<file path="src/verilog/cbd_pkg.sv">
// Purpose: constants and types of the 8-bit cpu bus cycle and addressing decoder
// Assumes: one clock, memory answers a read within the same bus cycle
// Notes: opcode and field values shared by the core and its checks
//
// Behaviour
// RULE1: free cycle needs no bus, lasts one clock, shows as read.
// RULE2: program fetch reads the next sequential program byte.
// RULE3: push writes one byte at the stack pointer address.
// RULE4: pop reads exactly one byte from the stack.
// RULE5: vector read from top page, high byte first, low byte next.
// RULE6: indexed no-offset mode increments index after use.
// RULE7: indexed 8-bit offset mode adds offset, then increments index.
// RULE8: stack mode adds 8-bit offset to stack pointer.
// RULE9: stack mode adds 16-bit offset to stack pointer.
// RULE10: indexed mode adds 16-bit stream offset to index pair.
// RULE11: branch adds one signed offset byte to program counter.
// RULE12: operands after the opcode are one or two bytes.
// RULE13: subtract and negate use two's complement.
// RULE14: branch reach is -128..+127 from the next instruction.
// RULE15: prefix byte selects the second opcode page.
// RULE16: condition codes hold V, H, I, N, Z and C.
`default_nettype none
package cbd_pkg;
   // ------------------------------------------------------------
   // sequencer states, one per bus cycle
   // ------------------------------------------------------------
   typedef enum logic [11:0] {
      S_VHI = 12'h001, S_VLO = 12'h002, S_OP = 12'h004, S_OP2 = 12'h008,
      S_A1 = 12'h010, S_A2 = 12'h020, S_RD = 12'h040, S_WR = 12'h080,
      S_PSH = 12'h100, S_POP = 12'h200, S_FREE = 12'h400, S_REL = 12'h800
   } cbd_state_t;
   typedef enum logic [2:0] {
      CY_FREE = 3'h0, CY_FETCH = 3'h1, CY_READ = 3'h2, CY_WRITE = 3'h3,
      CY_PUSH = 3'h4, CY_POP = 3'h5, CY_VECTOR = 3'h6
   } cbd_cycle_t;
   typedef enum logic [3:0] {
      M_INH, M_IMM, M_DIR, M_EXT, M_IX, M_IX1, indexed_offset16_mode,
      stack_offset8_mode, stack_offset16_mode, indexed_post_increment_mode,
      indexed_offset8_post_increment_mode, M_REL
   } cbd_mode_t;
   // ------------------------------------------------------------
   // reset values, addresses, condition code bit positions
   // ------------------------------------------------------------
   localparam logic [15:0] VEC_HI_ADDR = 16'hFFFE;
   localparam logic [15:0] VEC_LO_ADDR = 16'hFFFF;
   localparam logic [15:0] SP_RESET = 16'h00FF;
   localparam logic [7:0] CC_RESET = 8'h68;
   localparam logic [7:0] CC_ONES = 8'h60;
   localparam int unsigned CC_V = 7;
   localparam int unsigned CC_H = 4;
   localparam int unsigned CC_I = 3;
   localparam int unsigned CC_N = 2;
   localparam int unsigned CC_Z = 1;
   localparam int unsigned CC_C = 0;
   // ------------------------------------------------------------
   // opcodes, columns and low-nibble operations
   // ------------------------------------------------------------
   localparam logic [7:0] OP_PREFIX = 8'h9E;
   localparam logic [7:0] OP_CBEQ_IXP = 8'h71;
   localparam logic [7:0] OP_CBEQ_IX1P = 8'h61;
   localparam logic [7:0] OP_NEGA = 8'h40;
   localparam logic [7:0] OP_PSHA = 8'h87;
   localparam logic [7:0] OP_PULA = 8'h86;
   localparam logic [7:0] OP_TAP = 8'h84;
   localparam logic [7:0] OP_TPA = 8'h85;
   localparam logic [7:0] OP_TAX = 8'h97;
   localparam logic [7:0] OP_TXA = 8'h9F;
   localparam logic [7:0] OP_CLC = 8'h98;
   localparam logic [7:0] OP_SEC = 8'h99;
   localparam logic [7:0] OP_CLI = 8'h9A;
   localparam logic [7:0] OP_SEI = 8'h9B;
   localparam logic [7:0] OP_RSP = 8'h9C;
   localparam logic [3:0] COL_REL = 4'h2;
   localparam logic [3:0] COL_IMM = 4'hA;
   localparam logic [3:0] COL_DIR = 4'hB;
   localparam logic [3:0] COL_EXT = 4'hC;
   localparam logic [3:0] COL_IDX16 = 4'hD;
   localparam logic [3:0] COL_IX1 = 4'hE;
   localparam logic [3:0] COL_IX = 4'hF;
   localparam logic [3:0] ALU_SUB = 4'h0;
   localparam logic [3:0] ALU_CMP = 4'h1;
   localparam logic [3:0] ALU_SBC = 4'h2;
   localparam logic [3:0] ALU_AND = 4'h4;
   localparam logic [3:0] ALU_BIT = 4'h5;
   localparam logic [3:0] ALU_LDA = 4'h6;
   localparam logic [3:0] ALU_STA = 4'h7;
   localparam logic [3:0] ALU_EOR = 4'h8;
   localparam logic [3:0] ALU_ADC = 4'h9;
   localparam logic [3:0] ALU_ORA = 4'hA;
   localparam logic [3:0] ALU_ADD = 4'hB;
   localparam logic [3:0] ALU_LDX = 4'hE;
   localparam logic [3:0] BR_ALWAYS = 4'h0;
   localparam logic [3:0] BR_CC = 4'h4;
   localparam logic [3:0] BR_CS = 4'h5;
   localparam logic [3:0] BR_NE = 4'h6;
   localparam logic [3:0] BR_EQ = 4'h7;
   localparam logic [3:0] BR_HCC = 4'h8;
   localparam logic [3:0] BR_HCS = 4'h9;
   localparam logic [3:0] BR_PL = 4'hA;
   localparam logic [3:0] BR_MI = 4'hB;
endpackage : cbd_pkg
`default_nettype wire
</file>
<file path="src/verilog/cbd_core.sv">
// Purpose: bus cycle sequencer and addressing decoder of an 8-bit cpu
// Assumes: bus_rdata is valid in the cycle that shows the read
// Notes: one bus cycle per clock; unlisted opcodes of the inherent columns act as one-cycle no-ops
`timescale 1ns/1ps
`default_nettype none
module cbd_core (
   // clock and reset
   input wire logic sys_clk,
   input wire logic reset_n,
   // system bus
   input wire logic [7:0] bus_rdata,
   output logic [15:0] bus_addr,
   output logic [7:0] bus_wdata,
   output logic bus_write,
   output cbd_pkg::cbd_cycle_t bus_cycle,
   // status
   output logic [7:0] condition_code_register
);
   import cbd_pkg::*;

   // ------------------------------------------------------------
   // helpers
   // ------------------------------------------------------------
   // returns {h, v, c, result}; subtract adds the inverted operand
   function automatic logic [10:0] arith(input logic [7:0] a, input logic [7:0] b,
                                         input logic sub, input logic cin);
      logic [7:0] bb;
      logic [8:0] s;
      logic [4:0] hs;
      logic ci;
      bb = sub ? ~b : b;
      ci = sub ? ~cin : cin;
      s = {1'b0, a} + {1'b0, bb} + {8'h00, ci}; // see RULE13
      hs = {1'b0, a[3:0]} + {1'b0, bb[3:0]} + {4'h0, ci};
      return {hs[4], (a[7] == bb[7]) && (s[7] != a[7]), sub ^ s[8], s[7:0]};
   endfunction : arith

   // addressing mode from page and opcode
   function automatic cbd_mode_t decode(input logic pg2, input logic [7:0] op);
      if (pg2) begin // see RULE15
         if (op[7:4] == COL_IDX16) return stack_offset16_mode;
         if (op[7:4] == COL_IX1) return stack_offset8_mode;
         return M_INH;
      end
      if (op == OP_CBEQ_IXP) return indexed_post_increment_mode;
      if (op == OP_CBEQ_IX1P) return indexed_offset8_post_increment_mode;
      unique case (op[7:4])
         COL_REL: return M_REL;
         COL_IMM: return M_IMM;
         COL_DIR: return M_DIR;
         COL_EXT: return M_EXT;
         COL_IDX16: return indexed_offset16_mode;
         COL_IX1: return M_IX1;
         COL_IX: return M_IX;
         default: return M_INH;
      endcase
   endfunction : decode

   // ------------------------------------------------------------
   // state
   // ------------------------------------------------------------
   cbd_state_t st_r, st_nxt;
   cbd_mode_t mode_r, mode_nxt, mode;
   cbd_cycle_t cyc_r, cyc_nxt;
   logic [15:0] pc_r, pc_nxt, hx_r, hx_nxt, sp_r, sp_nxt, ea_r, ea_nxt, addr_r, addr_nxt, rel;
   logic [7:0] acc_r, acc_nxt, cc_r, cc_nxt, ir_r, ir_nxt, wd_r, wd_nxt, opc, res;
   logic take_r, take_nxt, wr_r, wr_nxt, go_mem, do_alu, br_cond, upd, store;
   logic [10:0] ar;

   // ------------------------------------------------------------
   // sequencer and datapath next values
   // ------------------------------------------------------------
   always_comb begin
      st_nxt = st_r;
      pc_nxt = pc_r;
      acc_nxt = acc_r;
      hx_nxt = hx_r;
      sp_nxt = sp_r;
      cc_nxt = cc_r;
      ir_nxt = ir_r;
      mode_nxt = mode_r;
      ea_nxt = ea_r;
      take_nxt = take_r;
      opc = ir_r;
      mode = mode_r;
      go_mem = 1'b0;
      do_alu = 1'b0;
      upd = 1'b0;
      res = acc_r;
      ar = '0;
      // offset is relative to the byte after the offset itself
      rel = pc_r + 16'h0001 + 16'($signed(bus_rdata)); // see RULE11, see RULE14
      // branch condition from the low nibble of the branch opcode
      unique case (ir_r[3:0])
         BR_ALWAYS: br_cond = 1'b1;
         BR_CC: br_cond = !cc_r[CC_C];
         BR_CS: br_cond = cc_r[CC_C];
         BR_NE: br_cond = !cc_r[CC_Z];
         BR_EQ: br_cond = cc_r[CC_Z];
         BR_HCC: br_cond = !cc_r[CC_H];
         BR_HCS: br_cond = cc_r[CC_H];
         BR_PL: br_cond = !cc_r[CC_N];
         BR_MI: br_cond = cc_r[CC_N];
         default: br_cond = 1'b0;
      endcase
      unique case (st_r)
         S_VHI: begin
            pc_nxt = {bus_rdata, pc_r[7:0]}; // see RULE5
            st_nxt = S_VLO;
         end
         S_VLO: begin
            pc_nxt = {pc_r[15:8], bus_rdata};
            st_nxt = S_OP;
         end
         S_OP, S_OP2: begin
            pc_nxt = pc_r + 16'h0001; // see RULE2
            opc = bus_rdata;
            ir_nxt = bus_rdata;
            if (st_r == S_OP && bus_rdata == OP_PREFIX) begin
               st_nxt = S_OP2; // see RULE15
            end else begin
               mode = decode(st_r == S_OP2, bus_rdata);
               mode_nxt = mode;
               st_nxt = S_A1; // see RULE12
               if (mode == M_INH) begin
                  st_nxt = S_OP;
                  // second page inherent codes are not decoded and act as no-ops
                  if (st_r == S_OP) begin
                     unique case (bus_rdata)
                        OP_NEGA: begin
                           ar = arith(8'h00, acc_r, 1'b1, 1'b0); // see RULE13
                           acc_nxt = ar[7:0];
                           cc_nxt[CC_C] = ar[8];
                           cc_nxt[CC_V] = ar[9];
                           res = ar[7:0];
                           upd = 1'b1;
                        end
                        OP_PSHA: st_nxt = S_PSH;
                        OP_PULA: st_nxt = S_FREE; // a free cycle comes before the pop; stack pointer moves with the pop
                        OP_TAP: cc_nxt = acc_r | CC_ONES; // see RULE16
                        OP_TPA: acc_nxt = cc_r;
                        OP_TAX: hx_nxt = {hx_r[15:8], acc_r};
                        OP_TXA: acc_nxt = hx_r[7:0];
                        OP_CLC: cc_nxt[CC_C] = 1'b0;
                        OP_SEC: cc_nxt[CC_C] = 1'b1;
                        OP_CLI: cc_nxt[CC_I] = 1'b0;
                        OP_SEI: cc_nxt[CC_I] = 1'b1;
                        OP_RSP: sp_nxt = {sp_r[15:8], SP_RESET[7:0]};
                        default: ;
                     endcase
                  end
               end else if (mode == M_IX || mode == indexed_post_increment_mode) begin
                  ea_nxt = hx_r; // see RULE6
                  go_mem = 1'b1;
               end
            end
         end
         S_A1: begin
            pc_nxt = pc_r + 16'h0001;
            go_mem = 1'b1;
            unique case (mode_r)
               M_IMM: begin
                  go_mem = 1'b0;
                  do_alu = 1'b1;
                  st_nxt = S_OP;
               end
               M_REL: begin
                  go_mem = 1'b0;
                  st_nxt = S_OP;
                  if (br_cond) pc_nxt = rel; // see RULE11
               end
               M_DIR: ea_nxt = {8'h00, bus_rdata};
               M_IX1, indexed_offset8_post_increment_mode: ea_nxt = hx_r + {8'h00, bus_rdata}; // see RULE7
               stack_offset8_mode: ea_nxt = sp_r + {8'h00, bus_rdata}; // see RULE8
               default: begin
                  go_mem = 1'b0;
                  ea_nxt = {bus_rdata, 8'h00}; // high byte of a two-byte operand
                  st_nxt = S_A2;
               end
            endcase
         end
         S_A2: begin
            pc_nxt = pc_r + 16'h0001;
            go_mem = 1'b1;
            ea_nxt = {ea_r[15:8], bus_rdata};
            if (mode_r == indexed_offset16_mode) ea_nxt = hx_r + {ea_r[15:8], bus_rdata}; // see RULE10
            if (mode_r == stack_offset16_mode) ea_nxt = sp_r + {ea_r[15:8], bus_rdata}; // see RULE9
         end
         S_RD: begin
            st_nxt = S_OP;
            if (mode_r == indexed_post_increment_mode || mode_r == indexed_offset8_post_increment_mode) begin
               take_nxt = acc_r == bus_rdata;
               hx_nxt = hx_r + 16'h0001; // see RULE6, see RULE7
               st_nxt = S_REL;
            end else begin
               do_alu = 1'b1;
            end
         end
         S_REL: begin
            pc_nxt = take_r ? rel : pc_r + 16'h0001; // see RULE11
            st_nxt = S_OP;
         end
         S_WR: st_nxt = S_OP;
         S_PSH: begin
            sp_nxt = sp_r - 16'h0001; // see RULE3
            st_nxt = S_OP;
         end
         S_FREE: st_nxt = S_POP;
         S_POP: begin
            acc_nxt = bus_rdata;
            sp_nxt = sp_r + 16'h0001; // see RULE4
            st_nxt = S_OP;
         end
         default: st_nxt = S_VHI; // illegal code restarts from the vector
      endcase
      // operand cycle: the compare-and-branch modes never store
      store = opc[3:0] == ALU_STA && mode != indexed_post_increment_mode
              && mode != indexed_offset8_post_increment_mode;
      if (go_mem) begin
         st_nxt = store ? S_WR : S_RD;
         do_alu = store;
      end
      // register/memory operations on the accumulator and the index low byte
      if (do_alu) begin
         upd = 1'b1;
         unique case (opc[3:0])
            ALU_SUB, ALU_CMP, ALU_SBC, ALU_ADD, ALU_ADC: begin
               ar = arith(acc_r, bus_rdata, !opc[3], (opc[3:0] == ALU_SBC || opc[3:0] == ALU_ADC) & cc_r[CC_C]);
               res = ar[7:0];
               cc_nxt[CC_C] = ar[8];
               cc_nxt[CC_V] = ar[9];
               if (opc[3]) cc_nxt[CC_H] = ar[10];
               if (opc[3:0] != ALU_CMP) acc_nxt = res;
            end
            ALU_AND, ALU_BIT: res = acc_r & bus_rdata;
            ALU_EOR: res = acc_r ^ bus_rdata;
            ALU_ORA: res = acc_r | bus_rdata;
            ALU_LDA, ALU_LDX: res = bus_rdata;
            ALU_STA: res = acc_r;
            default: upd = 1'b0;
         endcase
         if (opc[3:0] inside {ALU_AND, ALU_EOR, ALU_ORA, ALU_LDA}) acc_nxt = res;
         if (opc[3:0] == ALU_LDX) hx_nxt = {hx_r[15:8], res};
         if (upd && (opc[2] || opc[3:0] == ALU_EOR || opc[3:0] == ALU_ORA)) cc_nxt[CC_V] = 1'b0;
      end
      if (upd) begin
         cc_nxt[CC_N] = res[7]; // see RULE16
         cc_nxt[CC_Z] = res == 8'h00;
      end
      // bus outputs of the next cycle
      addr_nxt = pc_nxt;
      wr_nxt = 1'b0;
      wd_nxt = wd_r;
      cyc_nxt = CY_FETCH;
      unique case (st_nxt)
         S_VHI: begin
            addr_nxt = VEC_HI_ADDR;
            cyc_nxt = CY_VECTOR;
         end
         S_VLO: begin
            addr_nxt = VEC_LO_ADDR;
            cyc_nxt = CY_VECTOR;
         end
         S_RD: begin
            addr_nxt = ea_nxt;
            cyc_nxt = CY_READ;
         end
         S_WR, S_PSH: begin
            addr_nxt = (st_nxt == S_PSH) ? sp_nxt : ea_nxt; // see RULE3
            wr_nxt = 1'b1;
            wd_nxt = acc_nxt;
            cyc_nxt = (st_nxt == S_PSH) ? CY_PUSH : CY_WRITE;
         end
         S_POP: begin
            addr_nxt = sp_nxt + 16'h0001; // see RULE4
            cyc_nxt = CY_POP;
         end
         S_FREE: cyc_nxt = CY_FREE; // see RULE1
         default: ;
      endcase
   end

   // registers only; reset starts with the high vector byte
   always_ff @(posedge sys_clk or negedge reset_n) begin
      if (!reset_n) begin
         st_r <= S_VHI;
         mode_r <= M_INH;
         cyc_r <= CY_VECTOR;
         pc_r <= 16'h0000;
         hx_r <= 16'h0000;
         sp_r <= SP_RESET;
         ea_r <= 16'h0000;
         addr_r <= VEC_HI_ADDR;
         acc_r <= 8'h00;
         cc_r <= CC_RESET;
         ir_r <= 8'h00;
         wd_r <= 8'h00;
         take_r <= 1'b0;
         wr_r <= 1'b0;
      end else begin
         st_r <= st_nxt;
         mode_r <= mode_nxt;
         cyc_r <= cyc_nxt;
         pc_r <= pc_nxt;
         hx_r <= hx_nxt;
         sp_r <= sp_nxt;
         ea_r <= ea_nxt;
         addr_r <= addr_nxt;
         acc_r <= acc_nxt;
         cc_r <= cc_nxt;
         ir_r <= ir_nxt;
         wd_r <= wd_nxt;
         take_r <= take_nxt;
         wr_r <= wr_nxt;
      end
   end

   assign bus_addr = addr_r;
   assign bus_wdata = wd_r;
   assign bus_write = wr_r;
   assign bus_cycle = cyc_r;
   assign condition_code_register = cc_r;
endmodule : cbd_core
`default_nettype wire

</file>
<file path="config.mk">
export PLATFORM = sky130hd
export DESIGN_NAME = cbd_core
export DESIGN_NICKNAME = d
export VERILOG_FILES = /design/src/verilog/cbd_pkg.sv /design/src/verilog/cbd_core.sv
export SDC_FILE = /design/constraint.sdc
export NUM_CORES = 1
export LEC_CHECK = 0
export ABC_AREA = 0
export ABC_CLOCK_PERIOD_IN_PS = 5500
export BUFFER_PORTS_ARGS = -buffer_cell sky130_fd_sc_hd__buf_2
export CAP_MARGIN = 40
export CORE_MARGIN = 3
export CORE_UTILIZATION = 35
export DETAILED_ROUTE_END_ITERATION = 16
export SYNTH_ARGS = -nofsm -noshare
export SYNTH_HDL_FRONTEND = slang
export SYNTH_SLANG_ARGS = --single-unit
</file>
<file path="constraint.sdc">
create_clock -name sys_clk -period 5.5 [get_ports sys_clk]
set_input_delay 0 -clock sys_clk [delete_from_list [all_inputs] [get_ports sys_clk]]
set_output_delay 0 -clock sys_clk [all_outputs]
set_load 0.03 [all_outputs]
</file>
Word-level counts from Yosys, hierarchy flattened
Cells that the tools add are included.
{"block": "word_totals", "input_bits": 10, "ff_bits": 127, "wordCells": 292, "output_inout_bits": 36}
{"block": "op_classes", "n_eq_ne": 79, "n_mux": 129, "bitwise_logic": 11, "add_sub_neg": 15, "n_reduce_logical": 41}
{"operator": "8-bit 2-to-1 mux", "n": 27}
{"operator": "16-bit 2-to-1 mux", "n": 12}
{"operator": "16-bit one-hot mux with 5 select lines", "n": 2}
{"operator": "8-bit == test, second input constant", "n": 12}
{"operator": "16-bit one-hot mux with 3 select lines", "n": 2}
{"operator": "12-bit one-hot mux with 7 select lines", "n": 1}
{"operator": "4-bit == test, second input constant", "n": 20}
{"operator": "16-bit by 1-bit adder with 16-bit output, second input constant", "n": 4}
{"operator": "16-bit one-hot mux with 4 select lines", "n": 1}
{"operator": "4-bit 2-to-1 mux", "n": 15}
{"operator": "16-bit adder", "n": 3}
{"operator": "4-bit by 3-bit == test with 1-bit output, second input constant", "n": 12}
{"operator": "8-bit one-hot mux with 6 select lines", "n": 1}
{"operator": "1-bit 2-to-1 mux", "n": 47}
{"operator": "11-bit 2-to-1 mux", "n": 3}
{"operator": "16-bit by 8-bit adder with 16-bit output", "n": 2}
{"operator": "16-bit one-hot mux with 2 select lines", "n": 1}
{"operator": "4-bit one-hot mux with 7 select lines", "n": 1}
{"operator": "12-bit by 1-bit == test with 1-bit output, second input constant", "n": 2}
{"operator": "12-bit by 10-bit == test with 1-bit output, second input constant", "n": 2}
{"operator": "12-bit by 11-bit == test with 1-bit output, second input constant", "n": 2}
{"operator": "12-bit by 2-bit == test with 1-bit output, second input constant", "n": 2}
{"operator": "12-bit by 7-bit == test with 1-bit output, second input constant", "n": 2}
{"operator": "12-bit by 8-bit == test with 1-bit output, second input constant", "n": 2}
{"operator": "55 further kinds", "n": 97}

Longest topological paths before layout
Gate-level depths: netlist of the first run.
{"block": "logic_depth", "depth_word": 30, "mapped_depth": 23, "depth_no_buf": 19}

Least setup slack after synthesis of the first run
No wires, ideal clock.
{"block": "synth_timing", "kind": "register -> register", "from": "register st_r[1]", "to": "register addr_r[15], in the netlist bus_addr[15]", "stages_incl_launch_ff": 18, "period_less_slack_ps": 5006, "setup_time_ps": 83, "n_path_buf": 2, "required_ps": 5417, "arrival_ps": 4923, "path_slack_ps": 494, "path_cell_list": "dfrtp_1 > buf_4 > nor4_4 > nand3_1 > nor4b_1 > clkbuf_1 > inv_1 > ha_1 > a211oi_1 > o211ai_1 > a41o_1 > and4_1 > a2111oi_0 > xnor2_1 > nor2_1 > xor2_1 > mux2_2 > o32a_1"}
{"block": "synth_between", "word_cells_on_any_way": 64, "classes_between": "1 x add/sub; 23 x eq/ne; 31 x mux; 9 x reduce/logical"}
{"element": "start: declaration", "line_no": "cbd_core.sv:62", "text": "cbd_state_t st_r, st_nxt;"}
{"element": "start signal: assignment", "line_no": "cbd_core.sv:301", "text": "st_r <= st_nxt;"}
{"element": "12-bit by 4-bit == test with 1-bit output / 12-bit by 3-bit == test with 1-bit output (equally long branches)"}
{"element": "2-bit OR reduction", "line_no": "cbd_core.sv:106", "text": "unique case (st_r)"}
{"element": "16-bit one-hot mux with 3 select lines *", "line_no": "cbd_core.sv:106"}
{"element": "via sp_nxt[15]", "line_no": "cbd_core.sv:65", "text": "logic [15:0] pc_r, pc_nxt, hx_r, hx_nxt, sp_r, sp_nxt, ea_r, ea_nxt, addr_r, addr_nxt, rel;"}
{"element": "16-bit by 1-bit adder with 16-bit output / 16-bit 2-to-1 mux (equally long branches)", "line_no": "cbd_core.sv:275, cbd_core.sv:269"}
{"element": "16-bit one-hot mux with 5 select lines *", "line_no": "cbd_core.sv:255", "text": "unique case (st_nxt)"}
{"element": "via addr_nxt[15]", "line_no": "cbd_core.sv:65"}
{"element": "end signal: assignment", "line_no": "cbd_core.sv:308", "text": "addr_r <= addr_nxt;"}
{"element": "end: declaration", "line_no": "cbd_core.sv:65"}
The timed path passes the listed nets; every way through them passes the cells marked *. The select of a mux whose other input is x is not followed.
A chain may end at the register's enable or synchronous reset.

Worst setup path in the final report of the first run
Same ends and word-level chain as after synthesis.

==> results.yml, run 1 <==
pwr:
  clock_power_share_pct: 15.4
  swShare_pct: 52.2
  p_leak_nw: 6.41
  p_seq_share_pct: 22.1
  p_comb_share_pct: 62.5
  power.density_nw_per_um2: 489
  p_int_mw: 3.59
  finalPower_mw: 7.51
  ir_worst_vdd_mv: 0.258
  switching_power_mw: 3.92
cts:
  htree_levels: 4
  clk_pin_slew_ns: 0.07
  cts_buffers: 17
  cts_buffer_depth: 2
  cts_tree: "done"
  cts-root-buf: "clkbuf_16"
  clock-sinks: 127
  post_cts_buffers: 0
  clk_latency_ns: 0.44
setup_path:
  worstRegToRegCells: 15
  r2r_start: "st_r[1]"
  cp_slowest_cell: "a2111oi_0"
  cp_cell_sequence: "nor4_4 -> nand3_1 -> nor4b_2 -> inv_1 -> ha_1 -> a211oi_2 -> o211ai_1 -> a41o_1 -> and4_1 -> a2111oi_0 -> xnor2_1 -> nor2_1 -> xor2_1 -> mux2_2 -> o32a_1"
  crit_fanout: 14
  cp.arrival_ns: 5.38
  end_kind: "register"
  worstPathRequired_ns: 5.86
  r2r_slack_ns: 0.49
  slowest_delay_ns: 0.54
  crit_type: "reg -> reg"
  cp-start-kind: "register"
  r2r-end: "bus_addr[15]"
synth:
  syn_area_um2: 13900
  synth_cells: 1749
  synth-edff-count: 0
  synth.distinct_cells: 98
  async_flop_share_pct: 100
  seq_area_frac_synth_pct: 23.1
  synth_top_flop_cell: "dfrtp_1"
  synth_most_common_cell: "nand2_1"
  yosys.area.top_type: "dfrtp_1"
  synthTopCellsByCount: "nand2_1, nor2_1, a21oi_1, o21ai_0, dfrtp_1"
  avgSynthCellArea_um2: 7.94
  ys_seq_elements: 127
  yosys_warnings: 0
  synth_area_leaders: "dfrtp_1, ha_1, dfstp_2"
  yosys.area.top_type_share_pct: 18.0
routing:
  drtPass1Iterations: 9
  final_antenna_net_count: 0
  first_iter_violations: 1657
  wirelength_mm: 56.3
  avgViaCountPerCell: 6.44
  drc_errors: 0
  routedWlPerCell_um: 24.4
  vias: 14900
timing:
  fin_worst_skew_ns: 0.0127
  setup_violations: 0
  fin_crit_sh_pct: 91.2
  hold_ws_ns: 0.152
  slew_violations: 0
  worst-slew-pin-transition_ns: 0.907
  setup_tns_ns: 0
  clock.fmax_mhz: 199
  final.min_clock_period_ns: 5.01
  slew_headroom_pct: 38.0
  hold_violations: 0
  rsz0062_at_grt: "false"
die:
  initial_utilization_pct: 35.7
  pin_count: 46
  die_h_um: 205
  dieArea_um2: 42100
  core_area_um2: 38900
  fp-row-count: 72
  dieWidth_um: 205
grt:
  antenna_found_initial: 0
  grt_use_total_pct: 26.1
  grt_first_pass_wirelength_mm: 85.1
  gr-total-overflow: 0
  grt_max_degree: 77
  grt_pass1_vias: 13900
worst_hold_path:
  hold-path-cell-count: 4
  min_from: "bus_rdata[0]"
  min_path_type: "in -> reg"
  whs_endpoint: "condition_code_register[3]"
layout:
  nets: 1886
  drive_gt1_share_pct: 12.8
  fillers: 4030
  area_growth_pct: 10.7
placement:
  portBuffers: 43
  dp_hpwl_mm: 43.0
  gp_congestion: 1.00
outcome:
  status: "finished, final reports clean"
run:
  max_cap_viol_count: 0
## sequential cells by signal, summed over array words and instances, names as in the netlist, 6 cells and up
name,flops
acc_r,8
bus_addr,16
bus_wdata,8
condition_code_register,6
ea_r,16
hx_r,16
pc_r,16
sp_r,16
st_r,12
## per-layer routing
| metal | global-route usage, % | up-vias | share of wire [%] | wire (µm) |
|---|---|---|---|---|
| met4 | 9.98 | 0 | 4.1 | 2280 |
| met2 | 41.5 | 776 | 45 | 25400 |
| met3 | 4.71 | 145 | 8.2 | 4630 |
| li1 | - | 6690 | - | - |
| met1 | 35.4 | 7253 | 43 | 23900 |
| met5 | 0 | - | 0 | 0 |
## repair_timing
action / 4_1_cts / 5_1_grt
hold buffers: 1 / 0
setup endpoints to repair: 0 / 2
gates resized for setup: 0 / 1
endpoints found under the hold margin: 50 / 0
## cell usage in the layout (no fill, tap or decap), types with 23 or more instances in the layout
cell,n
inv_1,62
nor3_1,52
nor4_1,28
mux2_2,23
o21ai_0,126
dfstp_2,27
a21oi_1,126
a21o_1,34
a22oi_1,37
nand2_1,151
ha_1,95
buf_2,47
dfrtp_1,100
mux2i_1,28
o211ai_1,30
xor2_1,33
buf_4,47
nor2_1,134
nand3_1,58
xnor2_1,77
## power by group through the flow
stage	Clock (mW)	Combinational [mW]	Sequential, mW
floorplan	0	3.22	1.51
global placement	0	4.55	1.65
detailed placement	0	4.56	1.65
CTS	1.17	4.59	1.64
global route	1.21	5.06	1.68
finish	1.16	4.70	1.66
## worst max-delay path, delay by kind of cell (launching register included)
family,cells,cell delay (ns)
DFF,1,0.49
muxes,1,0.36
buffers and inverters,1,0.33
xor gates and xnor gates,2,0.34
adders and majority gates,1,0.39
AOI/OAI and AO/OA,5,1.70
and+or+nand+nor,5,1.33
## how the worst max path moves through the flow
stage                  from  depth (start not counted)  slack, ns           end
floorplan           st_r[1]                         17       0.49  bus_addr[15]
global placement    st_r[1]                         15       0.51  bus_addr[15]
detailed placement  st_r[1]                         15       0.42  bus_addr[15]
CTS                 st_r[1]                         15       0.39  bus_addr[15]
global route        st_r[1]                         15       0.12  bus_addr[15]
finish              st_r[1]                         15       0.49  bus_addr[15]
## area by class of cell
class	instances	area, µm²	area share, %
diodes	2	5.00	0.0325
clock buffers	18	439	2.86
clock inverters	14	131	0.854
inverters	71	267	1.73
multi-input cells	1459	10000	65.3
flip-flops and latches	127	3210	20.9
well taps	518	648	4.22
repair buffers	98	637	4.14
## cells by family after synthesis
kind of cell / Yosys count / synth area share (%)
muxes: 51 / 3.88
buffers and inverters: 164 / 4.76
other: 1 / 0.0270
AOI/OAI and AO/OA: 595 / 29.2
adders and majority gates: 102 / 9.57
xor gates and xnor gates: 110 / 6.94
DFF: 127 / 23.1
and+or+nand+nor: 599 / 22.5
## stage by stage
stage | worst slack, ns | area (µm²) | utilization (%) | std cells
after CTS | 0.386 | 15300 | 39.4 | 2303
final | 0.485 | 15400 | 39.5 | 2307
after global placement | 0.508 | 14700 | 37.8 | 2264
after global routing | 0.120 | 15400 | 39.5 | 2305
after detailed placement | 0.420 | 14800 | 37.9 | 2270
after floorplan | 0.494 | 13900 | - | 1750
Note: power is estimated with default switching activity, not from simulation.
==> run 2: changes to the inputs <==
--- a/config.mk
+++ b/config.mk
@@ -5,12 +5,13 @@
 export SDC_FILE = /design/constraint.sdc
 export NUM_CORES = 1
 export LEC_CHECK = 0
-export ABC_AREA = 0
+export ABC_AREA = 1
 export ABC_CLOCK_PERIOD_IN_PS = 5500
 export BUFFER_PORTS_ARGS = -buffer_cell sky130_fd_sc_hd__buf_2
 export CAP_MARGIN = 40
 export CORE_MARGIN = 3
 export CORE_UTILIZATION = 35
+export CTS_CLUSTER_SIZE = 40
 export DETAILED_ROUTE_END_ITERATION = 16
 export SYNTH_ARGS = -nofsm -noshare
 export SYNTH_HDL_FRONTEND = slang
==> run 2 against run 1 <==
Die area increased by 4.4%. Total power increased by 12%. Via count increased by 9.1%. Sequential share of layout area decreased by 0.59 points. Flip-flop and latch count unchanged. Synthesized area increased by 4.5%. Utilization decreased by 0.31 points. Critical path type unchanged.
==> results.yml, run 2 <==
outcome:
  status: "finished, final reports clean"
synth:
  synth_area_leaders: "dfrtp_1, nand2_1, ha_1"
  yosys_warnings: 0
  synth_top_flop_cell: "dfrtp_1"
  synthTopCellsByCount: "nand2_1, inv_1, nor2_1"
  synth_cells: 2285
  avgSynthCellArea_um2: 6.35
  ys_seq_elements: 127
  async_flop_share_pct: 100
  syn_area_um2: 14500
  synth.distinct_cells: 64
  yosys.area.top_type: "dfrtp_1"
  synth-edff-count: 0
  seq_area_frac_synth_pct: 22.1
  synth_most_common_cell: "nand2_1"
  yosys.area.top_type_share_pct: 17.2
routing:
  final_antenna_net_count: 0
  first_iter_violations: 1616
  wl_met2_mm: 25.2
  drc_errors: 0
  top_layer: "met5"
  routedWlPerCell_um: 20.4
  avgViaCountPerCell: 5.70
  wirelength_mm: 58.1
  routed-wl-met3_mm: 4.85
  drtPass1Iterations: 6
  wl_met1_mm: 26.0
  vias: 16200
setup_path:
  worstPathRequired_ns: 5.85
  cp_cell_sequence: "nor2_2 -> nand2_4 -> nor2_8 -> nand2_4 -> nand2_4 -> nand2_1 -> nand2_2 -> nand2_2 -> o32ai_1 -> nand2_1 -> xor2_1 -> fa_1 -> fa_1 -> nand3_1 -> nand2_1 -> nand2_1 -> nand2_1 -> a21oi_1 -> or2_2 -> nand2_1 -> a21oi_1 -> xor2_1 -> mux2_1"
  end_kind: "register"
  r2r_slack_ns: 0.96
  crit_type: "reg -> reg"
  crit_fanout: 31
  worstRegToRegCells: 23
  cp.arrival_ns: 4.89
  cp_slowest_cell: "dfrtp_1"
  slowest_delay_ns: 0.42
  r2r-end: "condition_code_register[0]"
  r2r_start: "st_r[9]"
  timing.critical_path.mode_cell: "nand2_1"
  cp-start-kind: "register"
cts:
  clk_latency_ns: 0.47
  htree_levels: 4
  clk_pin_slew_ns: 0.08
  clock-sinks: 127
  cts-root-buf: "clkbuf_16"
  cts_buffer_depth: 2
  post_cts_buffers: 0
  cts_buffers: 17
  cts_tree: "done"
worst_hold_path:
  min_path_type: "in -> async"
timing:
  rsz0062_at_grt: "false"
  setup_tns_ns: 0
  fin_crit_sh_pct: 82.6
  worst_slack_ns: 0.956
  fin_worst_skew_ns: 0.0190
  worst-slew-pin-transition_ns: 0.943
  final.min_clock_period_ns: 4.54
  hold_violations: 0
  slew_violations: 0
  clock.fmax_mhz: 220
  setup_violations: 0
  slew_headroom_pct: 36.7
  hold_ws_ns: 0.0917
layout:
  final_cell_mix: "nand2_1, inv_1, nor2_1"
  final_common_cell: "nand2_1"
  diodes: 0
  area_growth_pct: 9.04
  drive_gt1_share_pct: 9.99
  nets: 2421
  final_area_um2: 15800
pwr:
  swShare_pct: 57.4
  p_comb_share_pct: 65.1
  clock_power_share_pct: 14.0
  power.density_nw_per_um2: 532
  p_seq_share_pct: 20.9
  ir_worst_vdd_mv: 0.233
  finalPower_mw: 8.43
  p_int_mw: 3.59
  switching_power_mw: 4.84
  p_leak_nw: 7.44
placement:
  placed_cell_area_um2: 15200
  dp_hpwl_mm: 44.2
  pre_cts_ws_ns: 1.01
  gp_congestion: 1.00
  portBuffers: 43
die:
  die_h_um: 210
  core_area_um2: 40400
  pin_count: 46
  initial_utilization_pct: 36.0
  fp-row-count: 73
  dieArea_um2: 43900
  dieWidth_um: 210
grt:
  grt_use_total_pct: 25.9
  grt_first_pass_wirelength_mm: 89.1
  grt_max_degree: 58
  antenna_found_initial: 2
  gr-total-overflow: 0
  grt_pass1_vias: 15100
run:
  max_cap_viol_count: 0
-- run 2: cell count changes after synthesis, sizes merged, moves of 23 or more --
cell / before / now
a21oi: 128 / 173
a21o: 34 / 11
inv: 64 / 277
clkbuf: 67 / 26
nand2: 152 / 601
xnor2: 77 / 16
o21ai: 133 / 198
nor4: 33 / 6
a22oi: 37 / 8
nand3: 59 / 199
mux2i: 28 / 2
nor2: 135 / 246
-- run 2: worst max-delay path, delay by kind of cell, from the launching register on --
family          cells  cell delay [ns]
flops               1             0.42
xor+xnor            2             0.25
simple gates       15             2.05
mux                 1             0.29
compound gates      3             0.56
fa+ha+maj           2             0.83
-- run 2: metrics by stage --
step           util [%]  std cells
2_1_floorplan         -       2286
3_3_place_gp       37.6       2812
3_5_place_dp       37.7       2814
4_1_cts            39.2       2847
5_1_grt            39.2       2847
6_report           39.2       2847
-- run 2: timing repair --
action,CTS,global route
hold endpoints to repair,55,0
hold buffers,1,0
resized for setup,0,0
-- run 2: cell families (layout without fill, tap and decap cells) --
kind of cell / Yosys count / count (layout) / synth area share [%]
and+or+nand+nor: 1157 / 1157 / 35.6
muxes: 3 / 3 / 0.216
other: 1 / 2 / 0.0258
DFF: 127 / 127 / 22.1
adders and majority gates: 102 / 102 / 9.16
AOI/OAI and AO/OA: 506 / 506 / 20.3
xor gates and xnor gates: 51 / 51 / 3.08
buffers and inverters: 338 / 374 / 9.48
-- run 2: power groups by stage --
stage	logic [mW]	registers, mW	clock network, mW
global route	6.05	1.79	1.23
CTS	5.37	1.74	1.19
floorplan	3.70	1.75	0
global placement	5.27	1.75	0
detailed placement	5.34	1.75	0
finish	5.48	1.76	1.18
-- run 2: area by class of cell --
type	instances	area, µm²
multi-input cells	1821	9940
inverters	283	1060
flip-flops and latches	127	3210
fillers	4363	24500
clock buffers	17	425
repair buffers	59	364
well taps	525	657
clock inverters	15	161
-- run 2: how the worst max path moves through the flow --
stage,start,endpoint,cells after the start
2_1_floorplan,st_r[0],condition_code_register[0],26
3_3_place_gp,st_r[9],condition_code_register[0],23
3_5_place_dp,st_r[8],condition_code_register[0],23
4_1_cts,st_r[8],condition_code_register[0],23
5_1_grt,st_r[2],bus_addr[9],22
6_report,st_r[9],condition_code_register[0],23
-- run 2: routing by layer --
| metal | up-vias | track usage (%) |
|---|---|---|
| li1 | 7721 | - |
| met1 | 7603 | 36.9 |
| met2 | 751 | 39.6 |
| met3 | 140 | 3.99 |
| met4 | 4 | 9.45 |
| met5 | - | 0 |
==> run 3: changes to the inputs <==
--- a/config.mk
+++ b/config.mk
@@ -5,8 +5,8 @@
 export SDC_FILE = /design/constraint.sdc
 export NUM_CORES = 1
 export LEC_CHECK = 0
-export ABC_AREA = 1
-export ABC_CLOCK_PERIOD_IN_PS = 5500
+export ABC_AREA = 0
+export ABC_CLOCK_PERIOD_IN_PS = 4600
 export BUFFER_PORTS_ARGS = -buffer_cell sky130_fd_sc_hd__buf_2
 export CAP_MARGIN = 40
 export CORE_MARGIN = 3
==> constraint.sdc (replaced) <==
create_clock -name sys_clk -period 4.6 [get_ports sys_clk]
set_input_delay 0 -clock sys_clk [delete_from_list [all_inputs] [get_ports sys_clk]]
set_output_delay 0 -clock sys_clk [all_outputs]
set_load 0.03 [all_outputs]
==> run 3 against run 2 <==
Sequential share of layout area decreased by 0.37 points. Via count fell by 7.8%. Critical path type unchanged. Highest routed layer unchanged. Routed wire length decreased by 2.5%.
==> results.yml, run 3 (synthesis gave the netlist of run 1 again) <==
outcome:
  status: "finished, final reports clean"
routing:
  drc_errors: 0
  first_iter_violations: 1803
  wirelength_mm: 56.6
  vias: 14900
  final_antenna_net_count: 0
  drtPass1Iterations: 6
  avgViaCountPerCell: 6.32
  routedWlPerCell_um: 23.9
run:
  max_cap_viol_count: 0
timing:
  fin_worst_skew_ns: 0.0133
  worst_slack_ns: 0.162
  slew_headroom_pct: 35.4
  clock.fmax_mhz: 225
  slew_violations: 0
  hold_violations: 0
  setup_violations: 0
  worst-slew-pin-transition_ns: 0.944
  final.min_clock_period_ns: 4.44
  setup_tns_ns: 0
  fin_crit_sh_pct: 96.5
placement:
  dp_hpwl_mm: 42.9
  gp_congestion: 0.988
  pre_cts_ws_ns: -0.0625
  portBuffers: 43
grt:
  grt_use_total_pct: 26.1
  grt_pass1_vias: 14000
  grt_first_pass_wirelength_mm: 84.4
  antenna_found_initial: 2
  gr-total-overflow: 0
  grt_max_degree: 84
cts:
  clock-sinks: 127
  clk_latency_ns: 0.45
  cts_tree: "done"
  cts_buffers: 17
  cts_buffer_depth: 2
  clk_pin_slew_ns: 0.07
  cts-root-buf: "clkbuf_16"
  htree_levels: 4
setup_path:
  critPathTopFamily: "compound AO/OA/AOI/OAI gates"
  crit_fanout: 5
  slowest_delay_ns: 0.41
  end_kind: "register"
  worstPathRequired_ns: 4.98
  cp.arrival_ns: 4.82
  crit_type: "reg -> reg"
  cp_slowest_cell: "dfrtp_1"
  cp-start-kind: "register"
  cp_num_buf_inv: 3
  r2r_slack_ns: 0.16
  cp_cell_sequence: "nor4_4 -> nand3_2 -> nor4b_2 -> buf_4 -> clkinvlp_4 -> ha_1 -> buf_4 -> a21oi_1 -> o31ai_1 -> xnor2_1 -> a22o_1 -> a211oi_4 -> and4_4 -> nor4b_2 -> o21ai_1 -> mux2_2 -> o32a_1"
pwr:
  power.density_nw_per_um2: 569
  p_leak_nw: 6.76
  ir_worst_vdd_mv: 0.285
layout:
  fillers: 3956
  area_growth_pct: 16.1
  diodes: 0
  drive_gt1_share_pct: 17.4
  final_cell_mix: "nand2_1, nor2_1, o21ai_0"
  final_common_cell: "nand2_1"
  nets: 1947
  utilization_pct: 41.4
die:
  fp-row-count: 72
  die_h_um: 205
  dieWidth_um: 205
  initial_utilization_pct: 35.7
  core_area_um2: 38900
  pin_count: 46
  dieArea_um2: 42100
worst_hold_path:
  min_path_type: "in -> reg"
run 3: cell count changes in the layout (fill, tap and decap cells not counted), sizes merged, moves of 29 or more:
cell / delta
o21ai: -65
xnor2: +61
buf: +99
a21oi: -45
nand2: -449
nand3: -140
inv: -216
nor2: -111
a22oi: +29
run 3: final cells by class:
cell class | count | area, µm² | area share [%]
Clock inverter | 13 | 113 | 0.698
Timing Repair inverter | 1 | 7.51 | 0.0466
Sequential cell | 127 | 3210 | 19.9
Tap cell | 518 | 648 | 4.02
Clock buffer | 19 | 464 | 2.88
Timing Repair Buffer | 158 | 1100 | 6.83
Multi-Input combinational cell | 1459 | 10300 | 63.9
Inverter | 71 | 270 | 1.68
run 3: what timing repair did:
| item | 4_1_cts | 5_1_grt |
|---|---|---|
| hold buffers | 1 | 0 |
| endpoints found under the setup margin | 2 | 15 |
| buffers inserted | 0 | 6 |
| pin swaps | 0 | 14 |
| cloned | 0 | 1 |
| gates resized for setup | 2 | 48 |
| hold endpoints to repair | 73 | 0 |
run 3: metrics by stage:
stage	instance area (µm²)	instances	power [mW]	hold WS [ns]
3_3_place_gp	15200	2325	7.56	0.126
3_5_place_dp	15200	2326	7.57	0.140
6_report	16100	2366	9.17	0.136
4_1_cts	15800	2359	9.00	0.0893
2_1_floorplan	13900	1750	5.66	-0.296
5_1_grt	16100	2366	9.73	0.141
run 3: final timing paths:
| path | startpoint | to | cells past startpoint |
|---|---|---|---|
| min in group asynchronous | reset_n | condition_code_register[4] | 2 |
| max in group asynchronous | reset_n | sp_r[9] | 3 |
| worst min register to register | bus_wdata[1] | bus_wdata[1] | 1 |
| worst max-delay path | st_r[1] | bus_addr[15] | 17 |
| worst max register to register | st_r[1] | bus_addr[15] | 17 |
| worst min-delay path | bus_rdata[3] | pc_r[11] | 3 |
run 3: per-layer routing:
layer  GRT usage [%]  vias to the layer above  share of wire (%)
met5               0                        -              0.023
met4            10.9                        2                4.3
met3            5.51                      152                8.8
met2            40.1                      727                 44
met1            35.6                     7268                 43
li1                -                     6799                  -
run 3: report_power, final:
part           internal, mW  switching, mW  total [mW]
logic                  2.19           3.70        5.90
clock network         0.754          0.631        1.39
registers              1.44          0.441        1.89
run 3: worst register-to-register path, cell delays in order (launching register included):
cell and delay, ns:
dfrtp_1 0.41, nor4_4 0.34, nand3_2 0.16, nor4b_2 0.29
buf_4 0.21, clkinvlp_4 0.16, ha_1 0.38, buf_4 0.17
a21oi_1 0.28, o31ai_1 0.15, xnor2_1 0.17, a22o_1 0.29
a211oi_4 0.22, and4_4 0.29, nor4b_2 0.20, o21ai_1 0.08
mux2_2 0.28, o32a_1 0.28
